## src/hdl/alarm_out_pkg.sv

```systemverilog
package alarm_out_pkg;

	localparam int CH_N = 3;
	localparam int VAL_W = 16;
	localparam int PAT_N = 8;
	localparam int STEP_N = 16;

	localparam logic [31:0] ADDR_CTRL = 32'h0000_0000;
	localparam logic [31:0] ADDR_STATUS = 32'h0000_0004;
	localparam logic [31:0] ADDR_PV = 32'h0000_0008;
	localparam logic [31:0] ADDR_SP = 32'h0000_000C;
	localparam logic [31:0] ADDR_SHIFT = 32'h0000_0010;
	localparam logic [31:0] ADDR_PATSEL = 32'h0000_0014;
	localparam logic [31:0] ADDR_STEPCNT = 32'h0000_0018;
	localparam logic [31:0] ADDR_STEPSEL = 32'h0000_001C;
	localparam logic [31:0] ADDR_STEPTIME = 32'h0000_0020;
	localparam logic [31:0] ADDR_CHCFG0 = 32'h0000_0040;
	localparam logic [31:0] ADDR_HYST0 = 32'h0000_0050;
	localparam logic [31:0] ADDR_ALVAL0 = 32'h0000_0060;
	localparam logic [31:0] CH_STRIDE = 32'h0000_0004;

	// Control register bits; event bits are write-one pulses.
	localparam int CTRL_RUN = 0;
	localparam int CTRL_PAT_START = 1;
	localparam int CTRL_NEXT_STEP = 2;
	localparam int CTRL_ADVANCE = 3;

	// Channel config layout: type [3:0], open-in-alarm [4], assigned [5].
	localparam int CFG_TYPE_LSB = 0;
	localparam int CFG_OPEN = 4;
	localparam int CFG_ASSIGN = 5;

	localparam logic [3:0] TYPE_RESET = 4'h2;
	localparam logic [3:0] TYPE_MAX = 4'hB;
	localparam logic [VAL_W-1:0] HYST_RESET = 16'h0002;
	localparam logic [2:0] PAT_RESET = 3'h0;
	localparam logic [4:0] STEPCNT_RESET = 5'h08;
	localparam logic [4:0] STEPCNT_MIN = 5'h01;
	localparam logic [4:0] STEPCNT_MAX = 5'h10;
	localparam logic [15:0] STEPTIME_MAX = 16'h9959;
	localparam logic [3:0] BCD_MIN_MAX = 4'h5;

	typedef enum logic [3:0] {
		AT_NONE = 4'h0,
		AT_DEV_UL = 4'h1,
		AT_DEV_UP = 4'h2,
		AT_DEV_LO = 4'h3,
		AT_DEV_RNG = 4'h4,
		AT_DEV_UL_SB = 4'h5,
		AT_DEV_UP_SB = 4'h6,
		AT_DEV_LO_SB = 4'h7,
		AT_ABS_UP = 4'h8,
		AT_ABS_LO = 4'h9,
		AT_ABS_UP_SB = 4'hA,
		AT_ABS_LO_SB = 4'hB
	} alarm_type_t;

endpackage

```

## src/hdl/process_alarm_output_logic.sv

```systemverilog
module process_alarm_output_logic
	import alarm_out_pkg::*;
(
	input  wire logic                         CLK,
	input  wire logic                         SRST,
	input  wire logic                         PSEL,
	input  wire logic                         PENABLE,
	input  wire logic                         PWRITE,
	input  wire logic [31:0]                  PADDR,
	input  wire logic [31:0]                  PWDATA,
	output logic      [31:0]                  PRDATA,
	output logic                              PREADY,
	output logic                              PSLVERR,
	input  wire logic                         SAMPLE_STROBE,
	output logic      [alarm_out_pkg::CH_N-1:0] ALARM_OUT,
	output logic      [alarm_out_pkg::CH_N-1:0] ALARM_LED
);
	import alarm_out_pkg::*;

	// --------------------------------------------------------------------
	// Register storage
	// --------------------------------------------------------------------
	logic                   run_q;
	logic signed [VAL_W-1:0] pv_q, sp_q, shift_q;
	logic [2:0]             pattern_selector_q;
	logic [3:0]             step_sel_q;
	logic [4:0]             step_count_q [PAT_N];
	logic [15:0]            step_time_q [PAT_N][STEP_N];
	logic [3:0]             type_q [CH_N];
	logic [CH_N-1:0]        open_q, assign_q;
	logic [VAL_W-1:0]       hyst_q [CH_N];
	logic signed [VAL_W-1:0] alval_q [CH_N];
	logic [CH_N-1:0]        alarm_q, standby_q;
	logic                   rearm_q;
	logic                   access_done_q;

	// --------------------------------------------------------------------
	// Bus decode
	// --------------------------------------------------------------------
	// The access is judged in its first cycle, so that PSLVERR stands beside PREADY,
	// but a write only lands at the edge at which the master sees PREADY high.
	wire        acc_first = PSEL && PENABLE && !access_done_q;
	wire        wr_en = PSEL && PENABLE && PWRITE && access_done_q;
	wire        rd_en = acc_first && !PWRITE;
	wire [31:0] ch_off = PADDR - ADDR_CHCFG0;
	wire [31:0] hy_off = PADDR - ADDR_HYST0;
	wire [31:0] al_off = PADDR - ADDR_ALVAL0;
	wire        is_cfg = PADDR >= ADDR_CHCFG0 && ch_off < CH_N * CH_STRIDE && PADDR[1:0] == 2'b00;
	wire        is_hy = PADDR >= ADDR_HYST0 && hy_off < CH_N * CH_STRIDE && PADDR[1:0] == 2'b00;
	wire        is_al = PADDR >= ADDR_ALVAL0 && al_off < CH_N * CH_STRIDE && PADDR[1:0] == 2'b00;
	wire [1:0]  cfg_ch = ch_off[3:2];
	wire [1:0]  hy_ch = hy_off[3:2];
	wire [1:0]  al_ch = al_off[3:2];
	wire        is_fixed = PADDR == ADDR_CTRL || PADDR == ADDR_STATUS || PADDR == ADDR_PV
		|| PADDR == ADDR_SP || PADDR == ADDR_SHIFT || PADDR == ADDR_PATSEL
		|| PADDR == ADDR_STEPCNT || PADDR == ADDR_STEPSEL || PADDR == ADDR_STEPTIME;
	wire        mapped = is_fixed || is_cfg || is_hy || is_al;

	// Out-of-range parameter values are refused with PSLVERR and leave state unchanged.
	wire        pat_bad = PADDR == ADDR_PATSEL && (run_q || PWDATA[31:3] != '0);
	wire        cnt_bad = PADDR == ADDR_STEPCNT
		&& (PWDATA[4:0] < STEPCNT_MIN || PWDATA[4:0] > STEPCNT_MAX || PWDATA[31:5] != '0);
	wire        time_bad = PADDR == ADDR_STEPTIME
		&& (PWDATA[15:0] > STEPTIME_MAX || PWDATA[7:4] > BCD_MIN_MAX || PWDATA[31:16] != '0);
	wire        type_bad = is_cfg && PWDATA[3:0] > TYPE_MAX;
	wire        al_bad = is_al && !assign_q[al_ch];
	wire        wr_bad = !mapped || pat_bad || cnt_bad || time_bad || type_bad || al_bad;
	wire        wr_ok = wr_en && !wr_bad;
	wire        err_d = (acc_first && PWRITE && wr_bad) || (rd_en && !mapped);

	wire [31:0] ctrl_evt = (wr_ok && PADDR == ADDR_CTRL) ? PWDATA : 32'h0000_0000;
	// Run start, pattern start, step change and advance all re-arm standby.
	wire        rearm_evt = (ctrl_evt[CTRL_RUN] && !run_q) || ctrl_evt[CTRL_PAT_START]
		|| ctrl_evt[CTRL_NEXT_STEP] || ctrl_evt[CTRL_ADVANCE];
	wire        chg_evt = wr_ok && ((PADDR == ADDR_SP && PWDATA[VAL_W-1:0] != sp_q)
		|| (PADDR == ADDR_SHIFT && PWDATA[VAL_W-1:0] != shift_q)
		|| (is_al && PWDATA[VAL_W-1:0] != alval_q[al_ch]));

	// --------------------------------------------------------------------
	// Alarm evaluation
	// --------------------------------------------------------------------
	function automatic logic type_is_dev(input logic [3:0] t);
		return t >= AT_DEV_UL && t <= AT_DEV_LO_SB;
	endfunction

	function automatic logic type_is_sb(input logic [3:0] t);
		return (t >= AT_DEV_UL_SB && t <= AT_DEV_LO_SB) || t == AT_ABS_UP_SB || t == AT_ABS_LO_SB;
	endfunction

	// Evaluation in 18 bits keeps set point plus offset plus hysteresis free of wrap.
	function automatic logic eval_alarm(input logic [3:0] t, input logic signed [17:0] pvs,
		input logic signed [17:0] sp, input logic signed [17:0] x,
		input logic signed [17:0] h, input logic was_on);
		logic signed [17:0] ax, up, lo, hh;
		logic               r;
		ax = (x < 0) ? -x : x;
		up = type_is_dev(t) ? sp + x : x;
		lo = type_is_dev(t) ? sp - x : x;
		hh = was_on ? h : 18'sd0;
		r = 1'b0;
		unique case (t)
			AT_DEV_UL, AT_DEV_UL_SB: begin
				if (x < 0 && t == AT_DEV_UL)
					r = 1'b1;
				else if (x >= 0)
					r = (pvs > sp + ax - hh) || (pvs < sp - ax + hh);
			end
			AT_DEV_RNG: r = x >= 0 && pvs <= sp + ax + hh && pvs >= sp - ax - hh;
			AT_DEV_UP, AT_DEV_UP_SB, AT_ABS_UP, AT_ABS_UP_SB: r = pvs > up - hh;
			AT_DEV_LO, AT_DEV_LO_SB: r = pvs < lo + hh;
			AT_ABS_LO, AT_ABS_LO_SB: r = pvs < x + hh;
			default: r = 1'b0;
		endcase
		return r;
	endfunction

	logic [CH_N-1:0] in_range, alarm_d, standby_d;
	wire signed [17:0] pv_shifted = 18'(pv_q) + 18'(shift_q);

	always_comb begin
		for (int c = 0; c < CH_N; c++) begin
			in_range[c] = assign_q[c] && eval_alarm(type_q[c], pv_shifted, 18'(sp_q),
				18'(alval_q[c]), 18'($signed({1'b0, hyst_q[c]})), alarm_q[c]);
			standby_d[c] = standby_q[c];
			alarm_d[c] = alarm_q[c];
			if (SAMPLE_STROBE) begin
				if (standby_q[c] && type_is_sb(type_q[c])) begin
					alarm_d[c] = 1'b0;
					if (!in_range[c])
						standby_d[c] = 1'b0;
				end else begin
					alarm_d[c] = in_range[c];
					if (in_range[c])
						standby_d[c] = 1'b0;
				end
			end
			if (rearm_q)
				standby_d[c] = 1'b1;
		end
	end

	// --------------------------------------------------------------------
	// Registers
	// --------------------------------------------------------------------
	logic [31:0] rdata_d;
	always_comb begin
		rdata_d = 32'h0000_0000;
		if (PADDR == ADDR_CTRL)
			rdata_d[CTRL_RUN] = run_q;
		else if (PADDR == ADDR_STATUS)
			rdata_d = {26'h0, standby_q, alarm_q};
		else if (PADDR == ADDR_PV)
			rdata_d = 32'($signed(pv_q));
		else if (PADDR == ADDR_SP)
			rdata_d = 32'($signed(sp_q));
		else if (PADDR == ADDR_SHIFT)
			rdata_d = 32'($signed(shift_q));
		else if (PADDR == ADDR_PATSEL)
			rdata_d = {29'h0, pattern_selector_q};
		else if (PADDR == ADDR_STEPCNT)
			rdata_d = {27'h0, step_count_q[pattern_selector_q]};
		else if (PADDR == ADDR_STEPSEL)
			rdata_d = {28'h0, step_sel_q};
		else if (PADDR == ADDR_STEPTIME)
			rdata_d = {16'h0, step_time_q[pattern_selector_q][step_sel_q]};
		else if (is_cfg)
			rdata_d = {26'h0, assign_q[cfg_ch], open_q[cfg_ch], type_q[cfg_ch]};
		else if (is_hy)
			rdata_d = {16'h0, hyst_q[hy_ch]};
		else if (is_al)
			rdata_d = 32'($signed(alval_q[al_ch]));
	end

	always_ff @(posedge CLK) begin
		if (SRST) begin
			run_q <= 1'b0;
			pv_q <= '0;
			sp_q <= '0;
			shift_q <= '0;
			pattern_selector_q <= PAT_RESET;
			step_sel_q <= '0;
			for (int p = 0; p < PAT_N; p++) begin
				step_count_q[p] <= STEPCNT_RESET;
				for (int s = 0; s < STEP_N; s++)
					step_time_q[p][s] <= '0;
			end
			for (int c = 0; c < CH_N; c++) begin
				type_q[c] <= TYPE_RESET;
				hyst_q[c] <= HYST_RESET;
				alval_q[c] <= '0;
			end
			open_q <= '0;
			assign_q <= '0;
			alarm_q <= '0;
			standby_q <= '1;
			rearm_q <= 1'b0;
			access_done_q <= 1'b0;
			PRDATA <= 32'h0000_0000;
			PREADY <= 1'b0;
			PSLVERR <= 1'b0;
			ALARM_OUT <= '0;
			ALARM_LED <= '0;
		end else begin
			access_done_q <= PSEL && PENABLE && !access_done_q;
			PREADY <= PSEL && PENABLE && !access_done_q;
			PSLVERR <= err_d;
			if (rd_en)
				PRDATA <= mapped ? rdata_d : 32'h0000_0000;
			rearm_q <= rearm_evt || chg_evt;
			alarm_q <= alarm_d;
			standby_q <= standby_d;
			for (int c = 0; c < CH_N; c++) begin
				ALARM_OUT[c] <= alarm_d[c] ^ open_q[c];
				ALARM_LED[c] <= alarm_d[c];
			end
			if (wr_ok) begin
				if (PADDR == ADDR_CTRL)
					run_q <= PWDATA[CTRL_RUN];
				if (PADDR == ADDR_PV)
					pv_q <= PWDATA[VAL_W-1:0];
				if (PADDR == ADDR_SP)
					sp_q <= PWDATA[VAL_W-1:0];
				if (PADDR == ADDR_SHIFT)
					shift_q <= PWDATA[VAL_W-1:0];
				if (PADDR == ADDR_PATSEL)
					pattern_selector_q <= PWDATA[2:0];
				if (PADDR == ADDR_STEPCNT)
					step_count_q[pattern_selector_q] <= PWDATA[4:0];
				if (PADDR == ADDR_STEPSEL)
					step_sel_q <= PWDATA[3:0];
				if (PADDR == ADDR_STEPTIME)
					step_time_q[pattern_selector_q][step_sel_q] <= PWDATA[15:0];
				if (is_cfg) begin
					type_q[cfg_ch] <= PWDATA[CFG_TYPE_LSB +: 4];
					open_q[cfg_ch] <= PWDATA[CFG_OPEN];
					assign_q[cfg_ch] <= PWDATA[CFG_ASSIGN];
				end
				if (is_hy)
					hyst_q[hy_ch] <= PWDATA[VAL_W-1:0];
				if (is_al)
					alval_q[al_ch] <= PWDATA[VAL_W-1:0];
			end
		end
	end

endmodule // process_alarm_output_logic

```

## config.mk

```make
export PLATFORM = sky130hd
export DESIGN_NAME = process_alarm_output_logic
export DESIGN_NICKNAME = d
export VERILOG_FILES = /design/src/hdl/alarm_out_pkg.sv /design/src/hdl/process_alarm_output_logic.sv
export SDC_FILE = /design/constraint.sdc
export NUM_CORES = 2
export LEC_CHECK = 0
export BUFFER_PORTS_ARGS = -buffer_cell sky130_fd_sc_hd__buf_2
export CAP_MARGIN = 20
export CORE_MARGIN = 3
export CORE_UTILIZATION = 58
export DETAILED_ROUTE_END_ITERATION = 6
export PLACE_DENSITY = 0.77
export REMOVE_ABC_BUFFERS = 1
export SYNTH_ARGS = -nofsm -noshare
export SYNTH_HDL_FRONTEND = slang
export SYNTH_SLANG_ARGS = --single-unit
```

## constraint.sdc

```tcl
create_clock -name CLK -period 6.8 [get_ports CLK]
set_input_delay 1.36 -clock CLK [delete_from_list [all_inputs] [get_ports CLK]]
set_output_delay 1.36 -clock CLK [all_outputs]
set_load 0.1 [all_outputs]
```

==> results_dict.tcl <==
set metrics [dict create \
    leakagePower_nw 61.0 \
    routabilityCongestion 1.04 \
    p_sw_mw 7.64 \
    floorplan.initialDensity_pct 58.5 \
    post_synth_main_area_contributors "sky130_fd_sc_hd__edfxtp_1, sky130_fd_sc_hd__mux4_2, sky130_fd_sc_hd__ha_1, sky130_fd_sc_hd__nor2_1, sky130_fd_sc_hd__nand2_1" \
    crit_buf_inv 5 \
    timing.final.setup_violations 6 \
    buffer_ports.inserted 109 \
    clk-insertion-delay-late_ns 0.88 \
    arrival_ns 7.65 \
    die_area_um2 241000 \
    routed_wirelength_um 492000 \
    failed_checks "DRC, setup timing" \
    most_common_library_cell_in_the_layout_ignoring_fill_and_taps "sky130_fd_sc_hd__nor2_1" \
    grt_first_pass_wirelength_um 710000 \
    yosys.cell_types.count 99 \
    root_buffer "sky130_fd_sc_hd__clkbuf_16" \
    yosys_warnings 0 \
    syn2layout_area_growth_pct 19.1 \
    post_route_minimum_period_ns 6.91 \
    seq_power_share_pct 52.1 \
    critical-path-top-delay-family "compound AO/OA/AOI/OAI gates" \
    number_of_iterations_in_the_first_detailed_routing_pass 7 \
    clkPwrFrac_pct 37.3 \
    worst_ep_required_ns 7.53 \
    route.vias.total 110000 \
    die_w_um 491 \
    cellInternalPower_mw 24.2 \
    p_per_area_nw_per_um2 196 \
    swShare_pct 24.0 \
    final.setup.worst_slack_ns -0.112 \
    grt_use_total_pct 39.8 \
    grt_pass1_vias 109000 \
    placeable_core_region_um2 233000 \
    initialDrtViolationCount 14600 \
    layout-drive-gt1-share_pct 22.8 \
    synth.avg_cell_area_um2 11.4 \
    startpoint_type "flop" \
    synth_edf_count 2232 \
    critPathSlowestCell "sky130_fd_sc_hd__edfxtp_1" \
    worst_slew_pin_slew_ns 1.16 \
    worstSetupEndpointType "flop" \
    peakVddDrop_v 0.000232 \
    nNetsFinal 14300 \
    grt_max_degree 97 \
    r2r_slack_ns -0.11 \
    boundaryPins 110 \
    final_cell_mix "sky130_fd_sc_hd__nor2_1, sky130_fd_sc_hd__edfxtp_1, sky130_fd_sc_hd__buf_4" \
    report.final.hold_viol_count 0 \
    async_reset_ff_share_pct 0 \
    pre_cts_ws_ns -0.772 \
    max_clock_freq_mhz 145 \
    route.detailed.drc 9 \
    report.power.total_mw 31.9 \
    ant_nets 0 \
    logic_gate_share_of_total_power_pct 10.7 \
    cts_tree "built" \
    timing.final.max_slew_violations 0 \
    detailedPlacementHpwl_um 330000 \
    crit_fanout 8 \
    rsz0062_at_grt "true" \
    cap_viol_max_count 0 \
    dpl.cell_count 16000 \
    timing.critical_path.slowest_cell_delay_ns 0.42 \
    grt_overflow_total 0 \
    clock-sinks 2326 \
    worst_case_clock_buffer_depth 3 \
    holdCritPathClass "reg2reg" \
    synth_largest_area_cell "sky130_fd_sc_hd__edfxtp_1" \
    slew_headroom_pct 21.8 \
    yosys_most_used_dff "sky130_fd_sc_hd__edfxtp_1" \
    path_clk_slew_ns 0.07 \
    cts_stage_hold_buffer_count 0 \
    post_synth_instance_area_um2 137000 \
    syn-instance-count 12000 \
    core.rowCount 177 \
    die_h_um 491 \
    synth.top_cell.area_share_pct 49.1 \
    status "finished, violations left" \
    flip_flop_and_latch_count_after_synthesis 2326 \
    htreeDepth 4 \
    criticalPathCategory "reg2reg" \
    layout.cells.non_filler 16600 \
    synth.yosys.seq_area_share_pct 50.5 \
    cts_made_buffers 209 \
    grt_antenna_before_repair 37 \
    period_share_pct 102 \
    post_drt_wl_per_cell_um 29.7 \
    route.detailed.vias_per_inst 6.62 \
    finClkSkew_ns 0.0684 \
]
==> layout make-up <==
type | count | area [um2]
multi-input combinational | 8649 | 67000
clock buffer | 257 | 5580
fill | 16000 | 70800
inverter | 406 | 1550
clock inverter | 135 | 1220
sequential | 2326 | 68900
timing repair buffer | 1631 | 14300
tap | 3132 | 3920
antenna | 34 | 85.1
==> synthesized netlist by cell type, types with 42 or more instances <==
cell	count
sky130_fd_sc_hd__nand2b_1	101
sky130_fd_sc_hd__nor2b_1	111
sky130_fd_sc_hd__xor2_1	209
sky130_fd_sc_hd__o221ai_1	47
sky130_fd_sc_hd__a31oi_1	46
sky130_fd_sc_hd__buf_1	74
sky130_fd_sc_hd__dfxtp_1	94
sky130_fd_sc_hd__o21a_1	62
sky130_fd_sc_hd__nor4_1	51
sky130_fd_sc_hd__o31ai_1	63
sky130_fd_sc_hd__a211oi_1	60
sky130_fd_sc_hd__and3_1	62
sky130_fd_sc_hd__and2_1	122
sky130_fd_sc_hd__ha_1	933
sky130_fd_sc_hd__buf_2	68
sky130_fd_sc_hd__xnor2_1	389
sky130_fd_sc_hd__inv_1	400
sky130_fd_sc_hd__o21bai_1	69
sky130_fd_sc_hd__clkbuf_1	589
sky130_fd_sc_hd__or3_1	68
sky130_fd_sc_hd__edfxtp_1	2232
sky130_fd_sc_hd__nand3_1	151
sky130_fd_sc_hd__mux2i_1	163
sky130_fd_sc_hd__o21ai_0	326
sky130_fd_sc_hd__nor3_1	159
sky130_fd_sc_hd__a21oi_1	507
sky130_fd_sc_hd__nand4_1	89
sky130_fd_sc_hd__nand2_1	979
sky130_fd_sc_hd__a2111oi_0	42
sky130_fd_sc_hd__a21o_1	237
sky130_fd_sc_hd__mux4_2	570
sky130_fd_sc_hd__nor2_1	2313
==> worst reg2reg max path, delay by kind of cell, from the launching register on <==
| family | cells | cell delay [ns] |
|---|---|---|
| AOI/OAI and AO/OA | 12 | 2.34 |
| and+or+nand+nor | 8 | 1.36 |
| adders and majority gates | 5 | 1.19 |
| xor gates and xnor gates | 4 | 0.63 |
| buffers and inverters | 5 | 0.63 |
| DFF | 1 | 0.42 |
| muxes | 1 | 0.18 |
==> cell families after synthesis <==
group	Yosys count	synth area share, %
AOI/OAI and AO/OA	1819	8.83
xor gates and xnor gates	598	3.83
adders and majority gates	967	9.05
buffers and inverters	1155	3.29
DFF	2326	50.5
muxes	751	10.7
other	2	0.00550
and+or+nand+nor	4341	13.8
==> through the flow <==
stage | hold slack [ns] | area (um2) | setup TNS, ns | utilization (%)
floorplan | 0.405 | 134000 | -5165.02 | -
global placement | 0.431 | 152000 | -4.62 | 65.0
detailed placement | 0.442 | 152000 | -5.19 | 65.1
CTS | 0.452 | 160000 | -0.0240 | 68.6
global route | 0.494 | 163000 | -2.51 | 69.6
finish | 0.449 | 163000 | -0.247 | 69.7
==> power groups by stage <==
stage	Clock [mW]	Combinational, mW	Sequential, mW
detailed placement	0	3.08	16.9
CTS	11.8	3.18	16.6
floorplan	0	1.61	16.8
global placement	0	3.02	16.8
finish	11.9	3.40	16.6
global route	12.3	3.58	16.6
==> flip-flops by register name, summed over array words and instances (netlist names), named ones only <==
name / cells
open_q: 3
PRDATA: 17
shift_q: 16
type_q: 16
pv_q: 16
access_done_q: 1
assign_q: 3
PSLVERR: 1
step_count_q: 40
step_time_q: 2048
ALARM_OUT: 3
rearm_q: 1
hyst_q: 64
step_sel_q: 4
sp_q: 16
alval_q: 64
standby_q: 3
pattern_selector_q: 3
alarm_q: 3
run_q: 1
==> routing by layer <==
layer / routed length (um) / global-route usage (%)
met3: 62300 / 10.7
met2: 222000 / 61.3
met1: 163000 / 48.4
met5: 178 / 0
met4: 43900 / 29.1
==> worst paths after layout <==
check / depth (start not counted) / from / to
min: 2 / PRDATA[2] / PRDATA[2]
max: 35 / alval_q[0][1] / ALARM_OUT[0]
max reg2reg: 35 / alval_q[0][1] / ALARM_OUT[0]
min reg2reg: 2 / PRDATA[2] / PRDATA[2]
==> repair_timing <==
| action | in CTS | in global routing |
|---|---|---|
| resized for setup | 235 | 372 |
| setup endpoints to repair | 9 | 9 |
| buffers inserted | 43 | 67 |
| cloned | 0 | 0 |
| pin swaps | 118 | 226 |
No activity file was read; power rests on OpenSTA's default activity.
